$ cat src/logic/stc_pkg.sv
// Purpose: shared constants of the 16-bit counter unit and its tick source selector
// Assumes: one system clock; prescaler taps arrive as one-cycle enables on that clock
// Notes: constants and codes only; the tick selector sits in its own file
package stc_pkg;
  // ----------------------------------------
  // cpu location indices
  // ----------------------------------------
  localparam logic [1:0] LOC_COUNT_LOWER = 2'h0;
  localparam logic [1:0] LOC_COUNT_UPPER = 2'h1;
  localparam logic [1:0] LOC_CONTROL_A = 2'h2;
  localparam logic [1:0] LOC_CONTROL_B = 2'h3;
  // ----------------------------------------
  // field positions
  // ----------------------------------------
  localparam int CTRL_A_WAVE_LSB = 0;
  localparam int CTRL_B_SEL_LSB = 0;
  localparam int CTRL_B_WAVE_LSB = 3;
  // ----------------------------------------
  // reset values and limits
  // ----------------------------------------
  localparam logic [15:0] COUNT_RESET = 16'h0000;
  localparam logic [7:0] TEMP_RESET = 8'h00;
  localparam logic [7:0] CTRL_RESET = 8'h00;
  localparam logic [15:0] COUNT_BOTTOM = 16'h0000;
  localparam logic [15:0] COUNT_MAX = 16'hFFFF;
  localparam logic [15:0] TOP_8BIT = 16'h00FF;
  localparam logic [15:0] TOP_9BIT = 16'h01FF;
  localparam logic [15:0] TOP_10BIT = 16'h03FF;
  localparam int PRESC_TAPS = 4;
  // ----------------------------------------
  // tick source codes
  // ----------------------------------------
  typedef enum logic [2:0] {
    SEL_STOPPED = 3'h0,
    SEL_SYSTEM = 3'h1,
    SEL_TAP0 = 3'h2,
    SEL_TAP1 = 3'h3,
    SEL_TAP2 = 3'h4,
    SEL_TAP3 = 3'h5,
    SEL_PIN_FALL = 3'h6,
    SEL_PIN_RISE = 3'h7
  } stc_sel_type;
endpackage

$ cat src/logic/stc_counter_unit.sv
// Purpose: 16-bit bidirectional counter core with byte-wide cpu access
// Assumes: cpu strobes and data are on clk_sys; tick pin is asynchronous
// Notes: compare and capture units supply their top values as inputs
`timescale 1ns/1ps
module stc_counter_unit
  import stc_pkg::*;
(
  input wire logic clk_sys,
  input wire logic sys_rst,
  input wire logic [1:0] cpu_addr,
  input wire logic cpu_wr,
  input wire logic cpu_rd,
  input wire logic [7:0] cpu_wdata,
  output logic [7:0] cpu_rdata,
  input wire logic [PRESC_TAPS-1:0] prescale_tap,
  input wire logic tick_pin,
  input wire logic [15:0] top_compare_value,
  input wire logic [15:0] top_capture_value,
  input wire logic overflow_clear,
  output logic overflow_flag,
  output logic [15:0] count_value,
  output logic count_down,
  output logic top_hit,
  output logic bottom_hit,
  output logic timer_tick
);
  typedef struct packed {
    logic [15:0] count;
    logic [7:0] temp;
    logic [7:0] control_a;
    logic [7:0] control_b;
    logic down;
    logic ovf;
    logic [7:0] rdata;
  } stc_core_type;

  stc_core_type state;
  stc_core_type next_state;
  logic [3:0] waveform_mode_field;
  logic [15:0] top_value;
  logic dual_slope;
  logic ovf_at_max;
  logic wr_lower;
  logic wr_upper;
  logic rd_lower;
  logic rd_upper;
  logic tick;
  logic ovf_event;

  // ----------------------------------------
  // tick source
  // ----------------------------------------
  stc_tick_select i_stc_tick_select (
    .clk_sys(clk_sys),
    .sys_rst(sys_rst),
    .tick_source_select(state.control_b[CTRL_B_SEL_LSB +: 3]),
    .prescale_tap(prescale_tap),
    .tick_pin(tick_pin),
    .timer_tick(tick)
  );

  // ----------------------------------------
  // decode
  // ----------------------------------------
  assign wr_lower = cpu_wr && (cpu_addr == LOC_COUNT_LOWER);
  assign wr_upper = cpu_wr && (cpu_addr == LOC_COUNT_UPPER);
  assign rd_lower = cpu_rd && (cpu_addr == LOC_COUNT_LOWER);
  assign rd_upper = cpu_rd && (cpu_addr == LOC_COUNT_UPPER);
  assign waveform_mode_field = {state.control_b[CTRL_B_WAVE_LSB +: 2],
                                state.control_a[CTRL_A_WAVE_LSB +: 2]};

  // ----------------------------------------
  // sequence shape per mode
  // ----------------------------------------
  always_comb
  begin
    case (waveform_mode_field)
      4'h1, 4'h5: top_value = TOP_8BIT;
      4'h2, 4'h6: top_value = TOP_9BIT;
      4'h3, 4'h7: top_value = TOP_10BIT;
      4'h4, 4'h9, 4'hB, 4'hF: top_value = top_compare_value;
      4'h8, 4'hA, 4'hC, 4'hE: top_value = top_capture_value;
      default: top_value = COUNT_MAX;
    endcase
    case (waveform_mode_field)
      4'h1, 4'h2, 4'h3, 4'h8, 4'h9, 4'hA, 4'hB: dual_slope = 1'b1;
      default: dual_slope = 1'b0;
    endcase
    ovf_at_max = (waveform_mode_field == 4'h4) || (waveform_mode_field == 4'hC);
  end

  // ----------------------------------------
  // next state
  // ----------------------------------------
  always_comb
  begin
    next_state = state;
    ovf_event = 1'b0;
    // count operation on each active tick
    if (tick)
    begin
      if (dual_slope)
      begin
        if (!state.down)
        begin
          if (state.count >= top_value)
          begin
            next_state.down = 1'b1;
            next_state.count = state.count - 16'h0001;
          end
          else
          begin
            next_state.count = state.count + 16'h0001;
          end
        end
        else
        begin
          if (state.count == COUNT_BOTTOM)
          begin
            next_state.down = 1'b0;
            next_state.count = state.count + 16'h0001;
            ovf_event = 1'b1;
          end
          else
          begin
            next_state.count = state.count - 16'h0001;
          end
        end
      end
      else
      begin
        next_state.down = 1'b0;
        if (state.count == top_value)
        begin
          next_state.count = COUNT_BOTTOM;
          if (!ovf_at_max)
          begin
            ovf_event = 1'b1;
          end
        end
        else
        begin
          next_state.count = state.count + 16'h0001;
        end
        if (ovf_at_max && state.count == COUNT_MAX)
        begin
          ovf_event = 1'b1;
        end
      end
    end
    // flag set wins over a same-cycle clear
    if (ovf_event)
    begin
      next_state.ovf = 1'b1;
    end
    else if (overflow_clear)
    begin
      next_state.ovf = 1'b0;
    end
    // cpu reads
    if (rd_lower)
    begin
      next_state.rdata = state.count[7:0];
      next_state.temp = state.count[15:8];
    end
    else if (rd_upper)
    begin
      next_state.rdata = state.temp;
    end
    else if (cpu_rd && cpu_addr == LOC_CONTROL_A)
    begin
      next_state.rdata = state.control_a;
    end
    else if (cpu_rd)
    begin
      next_state.rdata = state.control_b;
    end
    // a lower-byte write overrides counting; other writes leave the count to the tick
    if (wr_lower)
    begin
      next_state.count = {state.temp, cpu_wdata};
    end
    else if (wr_upper)
    begin
      next_state.temp = cpu_wdata;
    end
    else if (cpu_wr && cpu_addr == LOC_CONTROL_A)
    begin
      next_state.control_a = cpu_wdata;
    end
    else if (cpu_wr)
    begin
      next_state.control_b = cpu_wdata;
    end
  end

  always_ff @(posedge clk_sys)
  begin
    if (sys_rst)
    begin
      state.count <= COUNT_RESET;
      state.temp <= TEMP_RESET;
      state.control_a <= CTRL_RESET;
      state.control_b <= CTRL_RESET;
      state.down <= 1'b0;
      state.ovf <= 1'b0;
      state.rdata <= 8'h00;
    end
    else
    begin
      state <= next_state;
    end
  end

  // ----------------------------------------
  // outputs
  // ----------------------------------------
  assign cpu_rdata = state.rdata;
  assign count_value = state.count;
  assign count_down = state.down;
  assign overflow_flag = state.ovf;
  assign top_hit = (state.count == top_value);
  assign bottom_hit = (state.count == COUNT_BOTTOM);
  assign timer_tick = tick;
endmodule // stc_counter_unit

$ cat src/logic/stc_counter_unit_dummy_placeholder_none.sv
// Purpose: tick source selector of the 16-bit counter unit
// Assumes: prescale taps are one-cycle enables on clk_sys; tick pin is asynchronous
// Notes: a pin edge reaches the counter three clock edges after the pin moves
`timescale 1ns/1ps
module stc_tick_select
  import stc_pkg::*;
(
  input wire logic clk_sys,
  input wire logic sys_rst,
  input wire logic [2:0] tick_source_select,
  input wire logic [PRESC_TAPS-1:0] prescale_tap,
  input wire logic tick_pin,
  output logic timer_tick
);
  typedef struct packed {
    logic meta;
    logic sync;
    logic prev;
  } stc_tick_state_type;

  stc_tick_state_type state;
  stc_tick_state_type next_state;
  logic rise;
  logic fall;

  // ----------------------------------------
  // pin synchroniser and edge memory
  // ----------------------------------------
  always_comb
  begin
    next_state = state;
    next_state.meta = tick_pin;
    next_state.sync = state.meta;
    next_state.prev = state.sync;
  end

  always_ff @(posedge clk_sys)
  begin
    if (sys_rst)
    begin
      state <= '0;
    end
    else
    begin
      state <= next_state;
    end
  end

  assign rise = state.sync & ~state.prev;
  assign fall = ~state.sync & state.prev;

  // ----------------------------------------
  // source choice
  // ----------------------------------------
  always_comb
  begin
    case (stc_sel_type'(tick_source_select))
      SEL_STOPPED: timer_tick = 1'b0;
      SEL_SYSTEM: timer_tick = 1'b1;
      SEL_TAP0: timer_tick = prescale_tap[0];
      SEL_TAP1: timer_tick = prescale_tap[1];
      SEL_TAP2: timer_tick = prescale_tap[2];
      SEL_TAP3: timer_tick = prescale_tap[3];
      SEL_PIN_FALL: timer_tick = fall;
      default: timer_tick = rise;
    endcase
  end
endmodule // stc_tick_select

$ cat config.mk
export PLATFORM = sky130hd
export DESIGN_NAME = stc_counter_unit
export DESIGN_NICKNAME = d
export VERILOG_FILES = /design/src/logic/stc_pkg.sv /design/src/logic/stc_counter_unit.sv /design/src/logic/stc_counter_unit_dummy_placeholder_none.sv
export SDC_FILE = /design/constraint.sdc
export NUM_CORES = 1
export LEC_CHECK = 0
export BUFFER_PORTS_ARGS = -buffer_cell sky130_fd_sc_hd__clkbuf_2
export CELL_PAD_IN_SITES_DETAIL_PLACEMENT = 1
export CELL_PAD_IN_SITES_GLOBAL_PLACEMENT = 1
export CORE_MARGIN = 2
export CORE_UTILIZATION = 38
export DETAILED_ROUTE_END_ITERATION = 12
export PLACE_DENSITY_LB_ADDON = 0.1
export SLEW_MARGIN = 10
export SYNTH_ARGS = -nofsm -noshare
export SYNTH_HDL_FRONTEND = slang
export SYNTH_HIERARCHICAL = 1
export SYNTH_SLANG_ARGS = --single-unit
$ cat constraint.sdc
create_clock -name clk_sys -period 3 [get_ports clk_sys]
set_input_delay 0.3 -clock clk_sys [delete_from_list [all_inputs] [get_ports clk_sys]]
set_output_delay 0.3 -clock clk_sys [all_outputs]
set_load 0.02 [all_outputs]
# ---- Word level (Yosys, flattened, before mapping)
# Cells that the tools add are included.
dict set report op_classes {
  order_cmp 1
  bitwise_logic 7
  n_mux 34
  eq_ne 24
  n_reduce_logical 22
  addsub 2
}
# op count
set op_table {}
lappend op_table {{$mux W16} 8}
lappend op_table {{$pmux W16 S5} 1}
lappend op_table {{$mux W8} 9}
lappend op_table {{$eq A4 B4 Y1 const B} 7}
lappend op_table {{$mux W24} 1}
lappend op_table {{$add A16 B1 Y16 const B} 1}
lappend op_table {{$eq A16 B16 Y1} 1}
lappend op_table {{$eq A16 B16 Y1 const B} 1}
lappend op_table {{$eq A4 B3 Y1 const B} 4}
lappend op_table {{$ge A16 B16 Y1} 1}
lappend op_table {{$logic_not A16 Y1} 1}
lappend op_table {{$sub A16 B1 Y16 const B} 1}
lappend op_table {{$mux W1} 14}
lappend op_table {{$eq A3 B3 Y1 const B} 3}
lappend op_table {{$eq A4 B2 Y1 const B} 2}
lappend op_table {{$reduce_or A4 Y1} 2}
lappend op_table {{$logic_and A1 B1 Y1} 7}
lappend op_table {{$pmux W1 S7} 1}
lappend op_table {{$reduce_or A7 Y1} 1}
lappend op_table {{$eq A3 B2 Y1 const B} 2}
lappend op_table {{$reduce_or A2 Y1} 3}
lappend op_table {{$not A1 Y1} 5}
lappend op_table {{$eq A4 B1 Y1 const B} 1}
lappend op_table {{$reduce_and A4 Y1} 1}
lappend op_table {{10 further kinds} 12}
dict set report word_totals {
  output_inout_bits 29
  reg_bits 53
  in_bits 52
  word_cells 100
}

# ---- Longest topological paths before layout
dict set report depth {
  word_depth 9
  mapped_depth 17
  mapped_depth_nobuf 14
}

# ---- Cells and area by module
# Netlist, hierarchy kept.
# module n_inst cells_per_inst area_each_um2 seq_area_each_um2
set by_module_without_submodules {}
lappend by_module_without_submodules {stc_counter_unit 1 518 4122.7 1001.0}
lappend by_module_without_submodules {stc_tick_select 1 16 148.9 60.1}

# ---- Worst setup path after synthesis
# No wires, ideal clock.
dict set report synth_timing {
  path_type {reg-to-reg}
  from {reg state[13] (netlist name)}
  to {reg state, in the netlist count_value[14]}
  synth_period_minus_slack_ps 3342
  slack_ps -342
  required_time_ps 2871
  setup_ps 129
  t_arrival_ps 3213
  path_stages_with_launch 15
  path_buffers 3
  path_cell_list {dfxtp_1 > nor2b_1 > clkbuf_1 > clkbuf_1 > nand2_1 > o21ai_0 > ha_1 > and3_4 > a221o_1 > a2111oi_4 > a21oi_2 > buf_6 > mux2i_1 > xor2_1 > o22ai_1}
}
dict set report synth_between {
  elab_chain_cells 9
  word_cells_on_any_way 30
  cone_classes {1 x order compare; 15 x eq/ne; 8 x mux; 6 x reduce/logical}
}
# element line
set synth_rtl {}
lappend synth_rtl {{start: declaration} stc_counter_unit.sv:37} ;# stc_core_type state;
lappend synth_rtl {{start signal: assignment} stc_counter_unit.sv:211} ;# state <= next_state;
lappend synth_rtl {{$eq A4 B4 Y1 (tied with other cells)} stc_counter_unit.sv:77} ;# case (waveform_mode_field)
lappend synth_rtl {{$reduce_or A4 Y1 / $reduce_or A2 Y1 (equally long branches)} stc_counter_unit.sv:77}
lappend synth_rtl {{$pmux W16 S5} stc_counter_unit.sv:77}
lappend synth_rtl {{$ge A16 B16 Y1} stc_counter_unit.sv:106} ;# if (state.count >= top_value)
lappend synth_rtl {{$mux W16} stc_counter_unit.sv:106}
lappend synth_rtl {{$mux W16} stc_counter_unit.sv:104} ;# if (!state.down)
lappend synth_rtl {{$mux W16 (*)} stc_counter_unit.sv:102} ;# if (dual_slope)
lappend synth_rtl {{$mux W16 (*)} stc_counter_unit.sv:100} ;# if (tick)
lappend synth_rtl {{$mux W16 (*)} stc_counter_unit.sv:179} ;# if (wr_lower)
# Mark *: on every way between the ends. The rest lies on a longest branch, timed or not. The select of a mux whose other input is x is not followed.
# A chain may end at the register's enable or synchronous reset.

# ---- Final worst setup path
dict set report layout_timing {
  from {reg state[13] (netlist name)}
  to {reg state, in the netlist count_value[3]}
}
# Same word-level chain as after synthesis.

==> flow_summary.json <==
{
  "seq_area_um2": 1070,
  "required_ps": 3190,
  "synth_top_area_share_pct": 24.8,
  "worst_slew_pin_slew_ps": 824,
  "die-width_um": 110,
  "drt_iter0_markers": 287,
  "antenna_found_initial": 0,
  "synth.mux.area_fraction_pct": 13.8,
  "violations": "setup timing",
  "design_power_mw": 1.82,
  "seq_power_share_pct": 42.2,
  "worst_hold_path.num_cells": 2,
  "synth_edf_count": 0,
  "post-synth-top-area-cell": "dfxtp_1",
  "power.internal_mw": 1.16,
  "holdCritPathClass": "in2reg",
  "critPathMaxStageDelay_ps": 550,
  "gr-usage-all-layers_pct": 25.9,
  "power.static_leakage_nw": 2.36,
  "netlist_top_cells_area": "dfxtp_1, mux2i_1, nor2_1, ha_1, buf_4",
  "skew_ps": 6.52,
  "cts_max_level": 2,
  "detailed_place_hpwl_um": 11600,
  "synth_top_family_by_area": "simple AND/OR/NAND/NOR gates",
  "netlist_area_um2": 4270,
  "postSynthNetCount": 605,
  "netSwitchingFraction_pct": 36.1,
  "tritoncts.num_buffers": 5,
  "yosys_warning_total": 6,
  "start_kind": "flop",
  "final_min_period_over_clock_period_pct": 107,
  "post_synthesis_compound_gate_area_fraction_pct": 17.0,
  "drc": 0,
  "top_cells_by_count_synth": "nor2_1, dfxtp_1, mux2i_1",
  "antennaDiodeCount": 0,
  "instances_no_fill": 772,
  "nFillCells": 1353,
  "first_global_vias": 4504,
  "route.detailed.vias_per_inst": 5.64,
  "outcome": "finished with violations",
  "layout.nets": 702,
  "setup_violations": 15,
  "finalSetupTns_ps": -2140,
  "gr-max-usage-layer": "met2",
  "synth-simple-area-share_pct": 24.0,
  "placeableCoreArea_um2": 10900,
  "peakVddDrop_mv": 0.209,
  "post_synth_inst_count": 534,
  "io_pins": 81,
  "rsz_0062_raised_after_global_routing": "yes",
  "grt.met1_usage_pct": 31.7,
  "synth_xor_area_share_pct": 4.72,
  "clock_path_buffers": 2,
  "port-buffer-count": 80,
  "fmax_mhz": 312,
  "layout-drive-gt1-share_pct": 33.7,
  "gp_congestion": 0.912,
  "reg2reg_setup_slack_ps": -210,
  "total_switching_power_mw": 0.658,
  "grt.met2_usage_pct": 47.3,
  "grt_first_pass_wirelength_um": 23900,
  "ant_nets": 0,
  "synth-async-reset-ratio_pct": 0,
  "rr_worst_depth": 16,
  "critical_path_peak_fanout": 7,
  "area.growth.synth_to_final_pct": 26.0,
  "pwr-share-comb_pct": 34.5,
  "slew_headroom_pct": 44.5,
  "post_synth_num_cell_types": 62,
  "design.die.area_um2": 12100,
  "placed_cells_incl_taps": 748,
  "routed_wire_length_per_instance_um": 19.8,
  "timing.critical_path.cells": "nor2b_4, buf_6, buf_4, nor2_1, nand2_1, o21ai_0, nand2_1, o21ai_0, ha_1, and2_4, a221oi_1, a2111o_1, and2_4, a211o_1, a221oi_1, nor4_1",
  "gr-total-overflow": 0,
  "maximum_number_of_pins_on_one_net_before_global_route_repair": 41,
  "p_per_area_nw_per_um2": 339,
  "cts.clk_slew.worst_paths_ps": 100,
  "yosys.cell_count.top_type": "nor2_1",
  "rr_endpoint": "count_value[3]",
  "endpoint_kind": "flop",
  "synth_seq_area_share_pct": 24.8,
  "floorplan.die.height_um": 110,
  "critical_path.reg2reg.startpoint": "state[13]",
  "multi_input_logic_area_um2": 3000,
  "postSynth.topFlopCell": "dfxtp_1",
  "syn_area_per_cell_um2": 8.00,
  "detailedRoute.firstPassIterationCount": 4,
  "hold_buffers": 0,
  "min_delay_worst_endpoint": "i_stc_tick_select/next_state[1]",
  "sum_of_routed_wire_length_over_all_layers_um": 15300,
  "hold_violation_count_in_the_final_report": 0,
  "num_rows": 38,
  "worst_ep_arrival_time_ps": 3400,
  "tritoncts": "built",
  "layout_min_cycle_time_ps": 3210,
  "initial_core_util_pct": 39.2,
  "p_clk_share_pct": 23.3,
  "clkLatencyLatePin_ps": 310,
  "slowest_stage": "a2111o_1",
  "postSynthRegisterBits": 53,
  "worst_hold_startpoint": "tick_pin",
  "slew_violations": 0,
  "synthAdderAreaFrac_pct": 5.57,
  "timing_worst_setup_path_type": "reg2reg",
  "max_cap_viol_count": 0,
  "grt_util_met3_pct": 3.17,
  "vias": 4357,
  "clock-root-buffer": "clkbuf_8",
  "clkSinkCount": 53,
  "final.setup.worst_slack_ps": -210
}
==> through the flow <==
stage	setup WS (ps)	instance area, µm²	utilization [%]	hold slack [ps]
global route	-360	5380	49.4	196
detailed placement	-352	4920	45.2	446
floorplan	0.0591	4290	-	372
finish	-210	5380	49.4	193
global placement	-253	4920	45.2	430
CTS	-91.7	5240	48.1	196
==> worst max-delay path: cells and delay by family (launching register included) <==
kind | cells | cell delay, ps
adders and majority gates | 1 | 310
and+or+nand+nor | 7 | 770
DFF | 1 | 380
AOI/OAI and AO/OA | 6 | 1360
buffers and inverters | 2 | 270
==> power by group through the flow <==
| stage | Sequential [mW] | Clock [mW] | Combinational (mW) |
|---|---|---|---|
| 6_report | 0.769 | 0.424 | 0.630 |
| 5_1_grt | 0.773 | 0.462 | 0.686 |
| 4_1_cts | 0.768 | 0.436 | 0.610 |
| 3_5_place_dp | 0.784 | 0 | 0.586 |
| 3_3_place_gp | 0.783 | 0 | 0.568 |
| 2_1_floorplan | 0.776 | 0 | 0.392 |
==> cell usage in the layout (no fill, tap or decap), types with 8 or more instances in the layout <==
| master | n |
|---|---|
| clkbuf_2 | 79 |
| nor2_1 | 78 |
| buf_4 | 58 |
| dfxtp_1 | 50 |
| mux2i_1 | 39 |
| nand2_1 | 37 |
| a21oi_1 | 23 |
| nor3_1 | 18 |
| ha_1 | 17 |
| o21ai_0 | 14 |
| inv_1 | 13 |
| a211oi_1 | 13 |
| xnor2_1 | 13 |
| o21ai_1 | 11 |
| nand3_1 | 10 |
| buf_6 | 10 |
| mux4_2 | 8 |
| xor2_1 | 8 |
==> kinds of logic (layout without fill, tap and decap cells) <==
kind of cell               count (synthesis)  count (layout)
AOI/OAI and AO/OA                        107             108
and+or+nand+nor                          209             209
DFF                                       53              53
xor gates and xnor gates                  23              23
muxes                                     49              49
buffers and inverters                     74             171
adders and majority gates                 19              19
==> registers in the layout (all words and copies together) (netlist names) <==
signal,cells
count_value,16
count_down,1
overflow_flag,1
i_stc_tick_select/next_state,2
cpu_rdata,8
i_stc_tick_select/state,1
state,24
==> worst max-delay path by stage <==
stage          startpoint               to  slack (ps)  cells after the start
2_1_floorplan   state[13]  count_value[14]        0.06                     14
3_3_place_gp    state[13]  count_value[14]        -250                     11
3_5_place_dp    state[13]  count_value[13]        -350                     15
4_1_cts         state[13]   count_value[7]         -90                     16
5_1_grt         state[13]   count_value[4]        -360                     16
6_report        state[13]   count_value[3]        -210                     16
==> area by class of cell <==
cell class                 instances  area share (%)
sequential                        53            19.9
clock buffer                       6            1.35
clock inverter                     2           0.256
inverter                          13           0.907
timing repair buffer             150            18.6
multi-input combinational        408            55.7
tap                              140            3.25
==> routing by layer <==
layer / vias to the layer above / part of all wire [%]
met2: 122 / 51
li1: 2080 / -
met3: 19 / 5.6
met1: 2136 / 41
met5: - / 0
met4: 0 / 1.7
==> timing repair <==
| action | in CTS | in global routing |
|---|---|---|
| setup buffers | 12 | 3 |
| cloned | 1 | 0 |
| gates resized for setup | 35 | 26 |
| pin swaps | 28 | 27 |
| setup endpoints to repair | 16 | 16 |
Power figures use the tool's default switching activity.
